$ cat config.mk
export PLATFORM = sky130hd
export DESIGN_NAME = scpr_top
export DESIGN_NICKNAME = d
export VERILOG_FILES = /design/src/logic/scpr_pkg.sv /design/src/logic/scpr_stream_if.sv /design/src/logic/scpr_cmd_decode.sv /design/src/logic/scpr_beat_fifo.sv /design/src/logic/scpr_top.sv
export SDC_FILE = /design/constraint.sdc
export NUM_CORES = 1
export LEC_CHECK = 0
export ABC_CLOCK_PERIOD_IN_PS = 2510
export BUFFER_PORTS_ARGS = -buffer_cell sky130_fd_sc_hd__buf_4
export CORE_UTILIZATION = 37
export CTS_BUF_LIST = sky130_fd_sc_hd__clkbuf_4
export DETAILED_ROUTE_END_ITERATION = 7
export GPL_TIMING_DRIVEN = 0
export SYNTH_ARGS = -nofsm -noshare
export SYNTH_HDL_FRONTEND = slang
export SYNTH_SLANG_ARGS = --single-unit
$ cat constraint.sdc
create_clock -name mclk_in -period 2.51 [get_ports mclk_in]
set_input_delay 0.251 -clock mclk_in [delete_from_list [all_inputs] [get_ports mclk_in]]
set_output_delay 0.251 -clock mclk_in [all_outputs]
set_load 0.005 [all_outputs]
$ cat src/logic/scpr_pkg.sv
package scpr_pkg;
  // ------------------------------------------------------------
  // Widths and command pins
  // ------------------------------------------------------------
  localparam int DQ_W = 8;
  localparam int ADDR_W = 14;
  localparam logic [3:0] PINS_MRS = 4'h0;
  localparam logic [3:0] PINS_WRITE = 4'h4;
  localparam logic [3:0] PINS_READ = 4'h5;
  localparam logic [3:0] PINS_NOP = 4'h7;
  localparam logic [2:0] BA_MODE0 = 3'h0;
  localparam logic [2:0] BA_MODE3 = 3'h3;

  // ------------------------------------------------------------
  // Address bit positions
  // ------------------------------------------------------------
  localparam int PAT_EN_BIT = 2;
  localparam int ORDER_BIT = 2;
  localparam int AP_BIT = 10;
  localparam int CHOP_BIT = 12;

  // ------------------------------------------------------------
  // Mode fields, pattern and reset values
  // ------------------------------------------------------------
  localparam logic [1:0] LOC_PREDEF = 2'h0;
  localparam logic [1:0] BL_FIXED8 = 2'h0;
  localparam logic [1:0] BL_OTF = 2'h1;
  localparam logic [1:0] BL_FIXED4 = 2'h2;
  localparam logic [7:0] PATTERN_PREDEF = 8'haa;
  localparam logic [7:0] PATTERN_RFU = 8'h00;
  localparam logic [2:0] BEAT_FIRST = 3'h0;
  localparam logic [2:0] BEAT_UPPER = 3'h4;
  localparam logic [2:0] CHOP_SPAN = 3'h3;
  localparam logic [2:0] BEAT_LAST = 3'h7;
  localparam logic [3:0] LAT_RST = 4'h5;
  localparam logic MIRROR_RST = 1'b0;

  // ------------------------------------------------------------
  // Register byte offsets
  // ------------------------------------------------------------
  localparam logic [3:0] OFS_MODE3 = 4'h0;
  localparam logic [3:0] OFS_MODE0 = 4'h4;
  localparam logic [3:0] OFS_CTRL = 4'h8;
  localparam logic [3:0] OFS_STATUS = 4'hc;

  typedef enum logic [2:0] {CMD_NONE, CMD_MRS, CMD_READ, CMD_WRITE, CMD_OTHER} scpr_cmd_t;
  typedef enum logic [1:0] {ST_IDLE, ST_WAIT, ST_BURST} scpr_state_t;
endpackage : scpr_pkg

$ cat src/logic/scpr_stream_if.sv
`timescale 1ns/1ps
// Beat stream between burst generator, buffer and pin stage
interface scpr_stream_if #(
  parameter int WIDTH = 8
);
  logic valid;
  logic ready;
  logic [WIDTH-1:0] data;
  modport src(output valid, output data, input ready);
  modport sink(input valid, input data, output ready);
endinterface : scpr_stream_if

$ cat src/logic/scpr_cmd_decode.sv
`timescale 1ns/1ps
module scpr_cmd_decode (
  input wire logic mclk_in,
  input wire logic reset_n_in,
  input wire logic cs_n_in,
  input wire logic ras_n_in,
  input wire logic cas_n_in,
  input wire logic we_n_in,
  input wire logic [2:0] ba_in,
  input wire logic [scpr_pkg::ADDR_W-1:0] addr_in,
  output scpr_pkg::scpr_cmd_t cmd_out,
  output logic [2:0] ba_out,
  output logic [scpr_pkg::ADDR_W-1:0] addr_out
);
  typedef struct packed {
    scpr_pkg::scpr_cmd_t cmd;
    logic [2:0] ba;
    logic [scpr_pkg::ADDR_W-1:0] addr;
  } scpr_dec_t;

  scpr_dec_t s_q;
  scpr_dec_t s_d;

  // Pin code to command class
  function automatic scpr_pkg::scpr_cmd_t classify(input logic [3:0] pins);
    scpr_pkg::scpr_cmd_t c;
    c = scpr_pkg::CMD_OTHER;
    if (pins[3] || pins == scpr_pkg::PINS_NOP)
      c = scpr_pkg::CMD_NONE;
    else if (pins == scpr_pkg::PINS_MRS)
      c = scpr_pkg::CMD_MRS;
    else if (pins == scpr_pkg::PINS_READ)
      c = scpr_pkg::CMD_READ;
    else if (pins == scpr_pkg::PINS_WRITE)
      c = scpr_pkg::CMD_WRITE;
    return c;
  endfunction : classify

  // One register stage, pins taken at every edge
  always_comb
  begin
    s_d.cmd = classify({cs_n_in, ras_n_in, cas_n_in, we_n_in});
    s_d.ba = ba_in;
    s_d.addr = addr_in;
  end

  always_ff @(posedge mclk_in)
  begin
    if (!reset_n_in)
      s_q <= '0;
    else
      s_q <= s_d;
  end

  assign cmd_out = s_q.cmd;
  assign ba_out = s_q.ba;
  assign addr_out = s_q.addr;
endmodule : scpr_cmd_decode

$ cat src/logic/scpr_beat_fifo.sv
`timescale 1ns/1ps
module scpr_beat_fifo #(
  parameter int WIDTH = 8,
  parameter int DEPTH = 2
) (
  input wire logic mclk_in,
  input wire logic reset_n_in,
  scpr_stream_if.sink wr_port,
  scpr_stream_if.src rd_port
);
  localparam int PW = (DEPTH > 1) ? $clog2(DEPTH) : 1;
  localparam int CW = $clog2(DEPTH + 1);

  typedef struct packed {
    logic [DEPTH-1:0][WIDTH-1:0] mem;
    logic [PW-1:0] wp;
    logic [PW-1:0] rp;
    logic [CW-1:0] cnt;
  } scpr_fifo_t;

  scpr_fifo_t s_q;
  scpr_fifo_t s_d;
  logic push;
  logic pop;

  // Flags straight from the count, so full really stalls the writer
  assign wr_port.ready = (s_q.cnt != CW'(DEPTH));
  assign rd_port.valid = (s_q.cnt != '0);
  assign rd_port.data = s_q.mem[s_q.rp];
  assign push = wr_port.valid && wr_port.ready;
  assign pop = rd_port.valid && rd_port.ready;

  // Pointers wrap at DEPTH, which need not be a power of two
  always_comb
  begin
    s_d = s_q;
    if (push)
    begin
      s_d.mem[s_q.wp] = wr_port.data;
      s_d.wp = (s_q.wp == PW'(DEPTH - 1)) ? '0 : PW'(s_q.wp + 1'b1);
    end
    if (pop)
      s_d.rp = (s_q.rp == PW'(DEPTH - 1)) ? '0 : PW'(s_q.rp + 1'b1);
    if (push && !pop)
      s_d.cnt = CW'(s_q.cnt + 1'b1);
    else if (pop && !push)
      s_d.cnt = CW'(s_q.cnt - 1'b1);
  end

  always_ff @(posedge mclk_in)
  begin
    if (!reset_n_in)
      s_q <= '0;
    else
      s_q <= s_d;
  end
endmodule : scpr_beat_fifo

$ cat src/logic/scpr_top.sv
`timescale 1ns/1ps
// Overview of operation
// - MRS to mode three, A2=1 enables
// - Pattern mode reads come from pattern register
// - Location zero predefined, others reserved
// - Pattern is 0,1,0,1 per beat
// - Read with autoprecharge acts as plain read
// - Reset still works in pattern mode
// - A2 clear means normal array operation
// - Pin 0 carries bit, others copy/zero
// - Eight-beat read uses fixed order 0..7
// - Chopped read: A2 picks lower/upper nibble
// - A12 chops per command when enabled
// - All other address bits are ignored
// - Pattern reads use normal read latency
// - Beat 0 is LSB, beat 7 MSB
module scpr_top #(
  parameter int FIFO_DEPTH = 2
) (
  input wire logic mclk_in,
  input wire logic reset_n_in,
  input wire logic cs_n_in,
  input wire logic ras_n_in,
  input wire logic cas_n_in,
  input wire logic we_n_in,
  input wire logic [2:0] ba_in,
  input wire logic [scpr_pkg::ADDR_W-1:0] addr_in,
  input wire logic dq_ready_in,
  output logic [scpr_pkg::DQ_W-1:0] dq_out,
  output logic dq_oe_n_out,
  output logic dqs_out,
  output logic array_rd_out,
  output logic array_wr_out,
  output logic precharge_out,
  input wire logic wb_cyc_in,
  input wire logic wb_stb_in,
  input wire logic wb_we_in,
  input wire logic [3:0] wb_adr_in,
  input wire logic [3:0] wb_sel_in,
  input wire logic [31:0] wb_dat_in,
  output logic [31:0] wb_dat_out,
  output logic wb_ack_out
);
  // ------------------------------------------------------------
  // State
  // ------------------------------------------------------------
  typedef struct packed {
    logic pat_en;
    logic [1:0] loc;
    logic [1:0] bl_mode;
    logic [3:0] lat;
    logic mirror;
    scpr_pkg::scpr_state_t state;
    logic [3:0] lat_cnt;
    logic [2:0] beat;
    logic [2:0] last;
    logic [7:0] served;
    logic [7:0] refused;
    logic [7:0] illegal;
    logic arr_rd;
    logic arr_wr;
    logic pre;
    logic [scpr_pkg::DQ_W-1:0] dq;
    logic dqs;
    logic oe_n;
    logic ack;
    logic [31:0] rdat;
  } scpr_top_t;

  scpr_top_t s_q;
  scpr_top_t s_d;

  scpr_pkg::scpr_cmd_t dec_cmd;
  logic [2:0] dec_ba;
  logic [scpr_pkg::ADDR_W-1:0] dec_addr;
  logic chop;
  logic take;
  logic [2:0] start;
  logic [7:0] pattern;
  logic beat_bit;
  logic wb_req;

  scpr_stream_if #(.WIDTH(scpr_pkg::DQ_W)) gen_if ();
  scpr_stream_if #(.WIDTH(scpr_pkg::DQ_W)) buf_if ();

  // ------------------------------------------------------------
  // Command capture and beat buffer
  // ------------------------------------------------------------
  scpr_cmd_decode u_dec (
    .mclk_in(mclk_in),
    .reset_n_in(reset_n_in),
    .cs_n_in(cs_n_in),
    .ras_n_in(ras_n_in),
    .cas_n_in(cas_n_in),
    .we_n_in(we_n_in),
    .ba_in(ba_in),
    .addr_in(addr_in),
    .cmd_out(dec_cmd),
    .ba_out(dec_ba),
    .addr_out(dec_addr)
  );

  scpr_beat_fifo #(
    .WIDTH(scpr_pkg::DQ_W),
    .DEPTH(FIFO_DEPTH)
  ) u_fifo (
    .mclk_in(mclk_in),
    .reset_n_in(reset_n_in),
    .wr_port(gen_if.sink),
    .rd_port(buf_if.src)
  );

  // ------------------------------------------------------------
  // Burst shaping
  // ------------------------------------------------------------
  // Chop from fixed mode, or from A12 only when on-the-fly is set
  assign chop = (s_q.bl_mode == scpr_pkg::BL_FIXED4) ||
                ((s_q.bl_mode == scpr_pkg::BL_OTF) && !dec_addr[scpr_pkg::CHOP_BIT]);
  // Only A2 matters, and only for a chop; bank and column bits unused
  assign start = (chop && dec_addr[scpr_pkg::ORDER_BIT]) ?
                 scpr_pkg::BEAT_UPPER : scpr_pkg::BEAT_FIRST;
  assign take = (dec_cmd == scpr_pkg::CMD_READ) && s_q.pat_en &&
                (s_q.state == scpr_pkg::ST_IDLE);
  // Reserved locations return zeros rather than array data
  assign pattern = (s_q.loc == scpr_pkg::LOC_PREDEF) ?
                   scpr_pkg::PATTERN_PREDEF : scpr_pkg::PATTERN_RFU;
  assign beat_bit = pattern[s_q.beat];
  assign gen_if.valid = (s_q.state == scpr_pkg::ST_BURST);
  assign gen_if.data = {(s_q.mirror ? {7{beat_bit}} : 7'h00), beat_bit};
  // Pin stage frees its slot when empty or when the receiver takes it
  assign buf_if.ready = !s_q.dqs || dq_ready_in;
  assign wb_req = wb_cyc_in && wb_stb_in && !s_q.ack;

  // ------------------------------------------------------------
  // Next state
  // ------------------------------------------------------------
  always_comb
  begin
    s_d = s_q;
    s_d.arr_rd = 1'b0;
    s_d.arr_wr = 1'b0;
    s_d.pre = 1'b0;
    s_d.ack = 1'b0;

    // Commands; in pattern mode only reads and mode-three MRS act, others bar NOP are illegal
    unique case (dec_cmd)
      scpr_pkg::CMD_MRS:
      begin
        if (dec_ba == scpr_pkg::BA_MODE3)
        begin
          s_d.pat_en = dec_addr[scpr_pkg::PAT_EN_BIT];
          s_d.loc = dec_addr[1:0];
        end
        else if (dec_ba == scpr_pkg::BA_MODE0 && !s_q.pat_en)
          s_d.bl_mode = dec_addr[1:0];
        else if (s_q.pat_en)
          s_d.illegal = s_q.illegal + 8'h01;
      end
      scpr_pkg::CMD_READ:
      begin
        if (!s_q.pat_en)
        begin
          s_d.arr_rd = 1'b1;
          s_d.pre = dec_addr[scpr_pkg::AP_BIT];
        end
        else if (s_q.state != scpr_pkg::ST_IDLE)
          s_d.refused = s_q.refused + 8'h01;
      end
      scpr_pkg::CMD_WRITE:
      begin
        if (!s_q.pat_en)
          s_d.arr_wr = 1'b1;
        else
          s_d.illegal = s_q.illegal + 8'h01;
      end
      scpr_pkg::CMD_OTHER:
      begin
        if (s_q.pat_en)
          s_d.illegal = s_q.illegal + 8'h01;
      end
      scpr_pkg::CMD_NONE:
      begin
      end
    endcase

    // Pattern burst: same latency count as array reads, no precharge
    unique case (s_q.state)
      scpr_pkg::ST_IDLE:
      begin
        if (take)
        begin
          s_d.served = s_q.served + 8'h01;
          s_d.lat_cnt = s_q.lat;
          s_d.beat = start;
          s_d.last = chop ? 3'(start + scpr_pkg::CHOP_SPAN) : scpr_pkg::BEAT_LAST;
          s_d.state = scpr_pkg::ST_WAIT;
        end
      end
      scpr_pkg::ST_WAIT:
      begin
        if (s_q.lat_cnt == 4'h0)
          s_d.state = scpr_pkg::ST_BURST;
        else
          s_d.lat_cnt = s_q.lat_cnt - 4'h1;
      end
      scpr_pkg::ST_BURST:
      begin
        // Buffer full stalls the burst, so no beat is dropped
        if (gen_if.ready)
        begin
          if (s_q.beat == s_q.last)
            s_d.state = scpr_pkg::ST_IDLE;
          else
            s_d.beat = 3'(s_q.beat + 3'h1);
        end
      end
    endcase

    // Pin stage
    if (buf_if.ready)
    begin
      s_d.dqs = buf_if.valid;
      s_d.oe_n = !buf_if.valid;
      s_d.dq = buf_if.valid ? buf_if.data : '0;
    end

    // Wishbone slave, answers every address in one cycle
    if (wb_req)
    begin
      s_d.ack = 1'b1;
      unique case (wb_adr_in)
        scpr_pkg::OFS_MODE3: s_d.rdat = {29'h0, s_q.pat_en, s_q.loc};
        scpr_pkg::OFS_MODE0: s_d.rdat = {30'h0, s_q.bl_mode};
        scpr_pkg::OFS_CTRL: s_d.rdat = {27'h0, s_q.mirror, s_q.lat};
        scpr_pkg::OFS_STATUS:
          s_d.rdat = {s_q.illegal, s_q.refused, s_q.served, 6'h0,
                      s_q.state != scpr_pkg::ST_IDLE, s_q.pat_en};
        default: s_d.rdat = 32'h0;
      endcase
      if (wb_we_in && wb_adr_in == scpr_pkg::OFS_CTRL && wb_sel_in[0])
      begin
        s_d.lat = wb_dat_in[3:0];
        s_d.mirror = wb_dat_in[4];
      end
    end
  end

  // ------------------------------------------------------------
  // Registers
  // ------------------------------------------------------------
  // Reset wins in any mode, pattern mode included
  always_ff @(posedge mclk_in)
  begin
    if (!reset_n_in)
    begin
      s_q <= '0;
      s_q.oe_n <= 1'b1;
      s_q.lat <= scpr_pkg::LAT_RST;
      s_q.mirror <= scpr_pkg::MIRROR_RST;
    end
    else
      s_q <= s_d;
  end

  assign dq_out = s_q.dq;
  assign dq_oe_n_out = s_q.oe_n;
  assign dqs_out = s_q.dqs;
  assign array_rd_out = s_q.arr_rd;
  assign array_wr_out = s_q.arr_wr;
  assign precharge_out = s_q.pre;
  assign wb_dat_out = s_q.rdat;
  assign wb_ack_out = s_q.ack;
endmodule : scpr_top

==> summary.md, run 1 <==
### Clock network
- 460 ps — clock latency of the later-clocked register in the worst-skew pair
- 0 — count of instances resized after the clock tree is built
- sky130_fd_sc_hd__clkbuf_4 — library cell used as clock root buffer
- 101 — number of clock sinks
- 9 — cts bufs inserted
- 2 — number of buffers on the longest clock path
- 150 ps — Worst-path clk slew
- 3 — H-tree depth
- done — clock tree from TritonCTS

### Yosys
- 0 — proportion of register bits with asynchronous set or reset after synthesis
- 9.13 µm² — Mean Syn Cell Area
- 0 — Yosys warning count
- 500 — count of mapped cells out of synthesis
- 0.443 — Synth top area share
- simple AND/OR/NAND/NOR gates — largest family of logic cells by synthesized area
- 0.0523 — multiplexer area fraction after synthesis
- 0.0345 — XOR/XNOR Fraction of Synth Area
- sky130_fd_sc_hd__dfxtp_1 — cell type contributing the most total cell area after synthesis
- 101 x sky130_fd_sc_hd__dfxtp_1, 69 x sky130_fd_sc_hd__nor2_1, 41 x sky130_fd_sc_hd__buf_4, 29 x sky130_fd_sc_hd__a22oi_1, 23 x sky130_fd_sc_hd__nand2_1 — list of most frequent post-synthesis cells
- sky130_fd_sc_hd__dfxtp_1 — top-count cell post-synth
- 0.00457 mm² — post-synthesis instance area
- 0.144 — complex-gate fraction of the synthesized area
- 0.443 — proportion of synthesized chip area in sequential cells
- sky130_fd_sc_hd__dfxtp_1 — top_reg_cell synth
- sky130_fd_sc_hd__dfxtp_1 44%, sky130_fd_sc_hd__buf_4 6.7%, sky130_fd_sc_hd__nor2_1 5.7% — synth top area cells
- 101 — number of register bits inferred by synthesis
- 0.0247 — post-synthesis adder-cell area fraction
- 52 — unique cell type count in the Yosys netlist
- 0 — number of enable-type register cells in the synthesized netlist
- 0.204 — simple-gate share of the synthesized area

### Timing
- 0 ps — Fin Setup TNS
- 636 ps — transition time at the pin with the least slew margin
- 2280 ps — shortest period the worst path allows
- 0.576 — worst slew margin relative to its limit
- no — setup repair after global routing missed its margin
- 0 — number of endpoints failing setup at the final stage
- 33.8 ps — Hold Slack
- 438 MHz — fmax
- 19.9 ps — clock skew
- 0.909 — Final period util
- 0 — Final Hold Fails
- 0 — Max Transition Viols Final

### Worst setup path
- register — startpoint kind of the worst setup timing path
- 8 — critical path peak fanout
- register — endpoint class of the critical path
- 2660 ps — arrival time of data at the critical path endpoint
- reg -> reg — type of the worst setup path
- 2890 ps — required time reported for the critical path endpoint

### Placed design
- 70 — buffers added on ports
- 8120 µm — post-detailed-placement half-perimeter wirelength
- 0.817 — final weighted congestion in routability-driven placement

### Final layout
- 670 — Net count, final
- 21.3% — synthesis-to-finish area growth
- 0.461 — share of the core filled with cells in the final layout
- 0.232 — ratio of cells with drive above 1 in the final layout
- 0 — ant diodes

### Die
- 113 µm — vertical die dimension
- 113 µm — Die X
- 0.0120 mm² — placeable core region
- 113 — count of pins on the block boundary
- 0.0128 mm² — DIE AREA
- 40 — number of cell rows
- 0.380 — Initial Utilization

### Drt
- 272 — First DRT Iteration DRCs
- 0 — residual DRC count
- 11,100 µm — final wirelength
- 14.8 µm — wire length per cell after detailed routing
- 5.08 — via count normalized by instance count
- 0 — number of nets still failing antenna checks after routing
- 5 — first-pass iteration count of the detailed router
- 3,784 — count of vias placed by the detailed router

### Global route
- 18,100 µm — global-route wire length before repair
- 0.180 — total routing resource utilization after global routing
- 19 — maximum number of pins on one net before global-route repair
- 0 — initial antenna violation count
- 3,635 — via count of the first global-routing pass
- 0 — overflow left after global routing

### Power
- 0.000309 V — Max IR drop VDD
- 2.26 nW — static leakage power
- 531 mW/mm² — Cell Pwr Density

### Outcome
- complete, no violations — run status

### Min path
- in -> reg — worst hold-check path type

### Job
- 0 — max-capacitance violation count

cell families (layout without fill, tap and decap cells):
family,Yosys count,count (layout)
muxes,21,21
buffers and inverters,76,172
xor gates and xnor gates,18,18
AOI/OAI and AO/OA,95,95
and+or+nand+nor,179,179
adders and majority gates,9,9
DFF,101,101
other,1,3
state kept, by name, indices dropped and copies added (netlist names):
signal and cells:
array_rd_out 1, array_wr_out 1, dq_oe_n_out 1, dq_out 2, dqs_out 1, precharge_out 1
s_q 45, u_dec.addr_out 5, u_dec.ba_out 3, u_dec.cmd_out 3, u_fifo.s_q 8, wb_ack_out 1
wb_dat_out 29
path summary, 6_finish.rpt:
check / start / end / slack (ps) / cells after the start
worst max register to register: s_q[80]$_SDFFE_PN0P_ / u_fifo.s_q[1]$_SDFFE_PN0P_ / 230 / 7
worst min-delay path: addr_in[12] / u_dec.addr_out[12]$_SDFF_PN0_ / 30 / 2
worst min register to register: u_dec.addr_out[10]$_SDFF_PN0_ / precharge_out$_SDFF_PP0_ / 460 / 1
worst max-delay path: s_q[80]$_SDFFE_PN0P_ / u_fifo.s_q[1]$_SDFFE_PN0P_ / 230 / 7
through the flow:
stage | setup WS [ps] | std cells | total power [W] | instance area, µm²
after floorplan | 644 | 502 | 0.00193 | 4570
after global placement | 412 | 719 | 0.00205 | 5280
after detailed placement | 306 | 719 | 0.00206 | 5280
after CTS | 285 | 745 | 0.00296 | 5540
after global routing | 81.8 | 745 | 0.00308 | 5540
final | 227 | 745 | 0.00294 | 5540
critical path, stage by stage (launching register included):
cell	delay [ps]
sky130_fd_sc_hd__dfxtp_1	360
sky130_fd_sc_hd__inv_1	80
sky130_fd_sc_hd__ha_1	340
sky130_fd_sc_hd__inv_1	120
sky130_fd_sc_hd__nor2_1	450
sky130_fd_sc_hd__ha_1	370
sky130_fd_sc_hd__or3_1	360
sky130_fd_sc_hd__a21oi_1	140
power breakdown:
group          internal [W]  switching (W)  leakage, nW
combinational      0.000156       0.000184         1.36
sequential          0.00165      0.0000452        0.817
clock              0.000319       0.000585       0.0793
total               0.00213       0.000815         2.26
metal layers:
metal / vias to the layer above / track usage / share of wire
li1: 1910 / - / -
met1: 1778 / 0.237 / 0.47
met2: 89 / 0.303 / 0.47
met3: 7 / 0.0364 / 0.055
met4: 0 / 0.0404 / 0.0088
met5: - / 0 / 0
layout by cell type, fill, tap and decap left out, drive strengths merged, types with 3 or more instances in the layout:
cell type,instances
buf,116
dfxtp,101
nor2,69
a22oi,29
clkbuf,25
nand2,23
a21oi,21
mux2i,19
and2,18
inv,18
o21ai,12
xor2,11
dlygate4sd3,11
nand3,9
o31ai,9
ha,9
nor3,9
nand4,8
xnor2,7
nor2b,6
or3,6
or4,6
nor3b,6
and3,4
nand2b,4
o211ai,3
a211oi,3
o221a,3
conb,3
cell type report:
cell class | instances | area (µm²)
clock buffer | 9 | 67.6
clock inverter | 6 | 76.3
timing repair buffer | 81 | 636
multi-input combinational | 325 | 2110
tap | 147 | 184
fill | 1192 | 6470
inverter | 14 | 52.6
buffer | 62 | 393
sequential | 101 | 2020
what timing repair did:
action                    in CTS  in global routing
hold endpoints to repair      10                  0
hold buffers                  11                  0
setup buffers                  0                  0
(Power assumes the default switching activity.)
==> run 2, diff against run 1 <==
Settings changed: SETUP_SLACK_MARGIN from default to 0.4.
==> run 2 against run 1 <==
Total power rose by 0.13%. Setup slack improved by 300 ps. Clock power barely moved. Clock-buffer cell count did not move. Register-to-register slack improved by 300 ps. Flip-flop and latch count did not move. Non-clock buffer count did not move. First-iteration DRC count fell by 6.3%. Die area did not move.
==> summary.md, run 2 (synthesized netlist as in run 1, its figures left out) <==
### Outcome
- complete, no violations — run status

### Power
- 0.307 — part of the total power dissipated in the clock network, about the same
- 0.00213 W — design internal power, about the same
- 0.576 — Sequential Power Share, about the same
- 0.277 — switch share, +0.000526
- 0.117 — fraction of power consumed by combinational cells, about the same
- 0.000817 W — net switching component of the power, +0.32%
- 2.26 nW — static leakage power, about the same
- 0.00295 W — post-layout power, +0.13%
- 531 mW/mm² — Cell Pwr Density, -0.12%
- 0.000308 V — Max IR drop VDD, -0.61%

### Global route
- 19 — maximum number of pins on one net before global-route repair, unchanged
- 0 — initial antenna violation count, unchanged
- 3,640 — via count of the first global-routing pass, +0.14%
- 0.180 — total routing resource utilization after global routing, +0.000230
- 0 — overflow left after global routing, unchanged
- 18,100 µm — global-route wire length before repair, +0.15%

### Clock network
- 9 — cts bufs inserted, unchanged
- sky130_fd_sc_hd__clkbuf_4 — library cell used as clock root buffer
- done — clock tree from TritonCTS
- 460 ps — clock latency of the later-clocked register in the worst-skew pair, about the same
- 3 — H-tree depth, unchanged
- 0 — buffers inserted by post-CTS timing repair, unchanged
- 2 — number of buffers on the longest clock path, unchanged
- 101 — number of clock sinks, unchanged
- 150 ps — Worst-path clk slew, about the same

### Die
- 0.0128 mm² — DIE AREA, unchanged
- 40 — number of cell rows, unchanged
- 0.380 — Initial Utilization, unchanged
- 113 µm — vertical die dimension, unchanged
- 113 µm — Die X, unchanged
- 0.0120 mm² — placeable core region, unchanged
- 113 — count of pins on the block boundary, unchanged

### Worst setup path
- 2370 ps — arrival time of data at the critical path endpoint, -290 ps
- 8 — stages on the worst setup path, +1
- register — endpoint class of the critical path
- 10 — critical path peak fanout, +2
- register — startpoint kind of the worst setup timing path
- sky130_fd_sc_hd__inv_1 — Critical Path Most Common Cell
- sky130_fd_sc_hd__dfxtp_1 — critical path's slowest cell
- 2900 ps — required time reported for the critical path endpoint, about the same
- 4 — Buf+Inv Stages, Crit Path, +2
- reg -> reg — type of the worst setup path
- inv_1 > ha_1 > buf_2 > inv_1 > clkbuf_2 > nor2_1 > a211oi_1 > mux2i_1 — list of cells traversed by the critical path
- 390 ps — largest stage delay on the critical path, -60 ps
- buffers and inverters — kind of cell with the highest combined delay on the critical path
- 8 — number of cell instances on the worst register-to-register path, +1

### Drt
- 5.06 — via count normalized by instance count, -0.45%
- 14.8 µm — wire length per cell after detailed routing, about the same
- 0 — residual DRC count, unchanged
- 11,100 µm — final wirelength, about the same
- 0 — number of nets still failing antenna checks after routing, unchanged
- 255 — First DRT Iteration DRCs, -6.3%
- 4 — first-pass iteration count of the detailed router, -1
- 3,767 — count of vias placed by the detailed router, -0.45%

### Final layout
- s_q — register ranked first by flip-flop count
- 670 — Net count, final, unchanged
- 21.6% — synthesis-to-finish area growth
- sky130_fd_sc_hd__buf_4 — most frequent standard cell in the layout excluding fill and tap cells
- 0 — ant diodes, unchanged
- 45 — flip-flop count of the largest register, all copies and words added, unchanged
- 0.462 — share of the core filled with cells in the final layout, +0.00115
- 0.00212 mm² — multi-input combinational cell area, +0.59%
- 1,194 — final-layout fill cell count, +0.17%
- 0.00202 mm² — Register Area, unchanged
- 0.239 — ratio of cells with drive above 1 in the final layout, +0.00669
- 111 x sky130_fd_sc_hd__buf_4, 101 x sky130_fd_sc_hd__dfxtp_1, 67 x sky130_fd_sc_hd__nor2_1, 29 x sky130_fd_sc_hd__a22oi_1, 23 x sky130_fd_sc_hd__nand2_1 — highest-count cells in the layout ignoring fill and taps

### Min path
- in -> reg — worst hold-check path type
- 2 — hold path depth, unchanged

### Timing
- 526 ps — Final WS setup, +299 ps
- 0 ps — Fin Setup TNS, unchanged
- 0 — number of endpoints failing setup at the final stage, unchanged
- 0.573 — worst slew margin relative to its limit, -0.00330
- 0 — Max Transition Viols Final, unchanged
- 1980 ps — shortest period the worst path allows, -299 ps
- 15.6 ps — clock skew, -4.28 ps
- 504 MHz — fmax, +15%
- 0 — Final Hold Fails, unchanged
- 0.790 — Final period util, -0.119
- 641 ps — transition time at the pin with the least slew margin, +4.95 ps
- 26.5 ps — Hold Slack, -7.38 ps
- no — setup repair after global routing missed its margin

### Job
- 0 — max-capacitance violation count, unchanged

### Placed design
- 8120 µm — post-detailed-placement half-perimeter wirelength, unchanged
- 306 ps — Post-Place Worst Slack, unchanged
- 70 — buffers added on ports, unchanged
- 0.817 — final weighted congestion in routability-driven placement, unchanged

-- run 2: cell counts in the layout (fill, tap and decap cells not counted) --
Identical to the previous run, type by type.
-- run 2: what timing repair did --
item | CTS | global route
setup endpoints to repair | 5 | 1
gates resized for setup | 3 | 2
hold buffers | 11 | 0
pin swaps | 0 | 0
hold endpoints to repair | 10 | 0
-- run 2: per-stage QoR --
step / instances / cell area (µm²)
6_report: 745 / 5550
5_1_grt: 745 / 5550
4_1_cts: 745 / 5540
3_5_place_dp: 719 / 5280
3_3_place_gp: 719 / 5280
2_1_floorplan: 502 / 4570
-- run 2: final cells by class --
class | count | area share
multi-input cells | 325 | 0.382
plain buffers | 62 | 0.0710
inverters | 14 | 0.00947
well taps | 147 | 0.0331
flip-flops and latches | 101 | 0.364
clock inverters | 6 | 0.0137
clock buffers | 9 | 0.0122
repair buffers | 81 | 0.114
-- run 2: layer usage --
layer  up-vias  track usage  wire length [µm]
met4         0       0.0404               119
met1      1776        0.238              5310
met5         -            0                 0
met3        10       0.0364               433
met2        74        0.303              5190
li1       1907            -                 -
-- run 2: worst paths after layout --
| path | slack (ps) | from | endpoint |
|---|---|---|---|
| worst max-delay path | 530 | s_q[80]$_SDFFE_PN0P_ | s_q[80]$_SDFFE_PN0P_ |
| worst min-delay path | 30 | addr_in[12] | u_dec.addr_out[12]$_SDFF_PN0_ |
| worst max register to register | 530 | s_q[80]$_SDFFE_PN0P_ | s_q[80]$_SDFFE_PN0P_ |
| worst min register to register | 460 | u_dec.addr_out[10]$_SDFF_PN0_ | precharge_out$_SDFF_PP0_ |
-- run 2: power by group through the flow --
stage                     clock (W)  combinational (W)  sequential [W]
final                      0.000903           0.000345         0.00170
after CTS                  0.000922           0.000345         0.00170
after global routing       0.000993           0.000387         0.00171
after floorplan                   0           0.000210         0.00172
after global placement            0           0.000318         0.00173
after detailed placement          0           0.000328         0.00173
-- run 2: worst register-to-register path, stage by stage, from the launching register on --
cell	delay, ps
sky130_fd_sc_hd__dfxtp_1	390
sky130_fd_sc_hd__inv_1	80
sky130_fd_sc_hd__ha_1	200
sky130_fd_sc_hd__buf_2	180
sky130_fd_sc_hd__inv_1	80
sky130_fd_sc_hd__clkbuf_2	250
sky130_fd_sc_hd__nor2_1	130
sky130_fd_sc_hd__a211oi_1	390
sky130_fd_sc_hd__mux2i_1	220
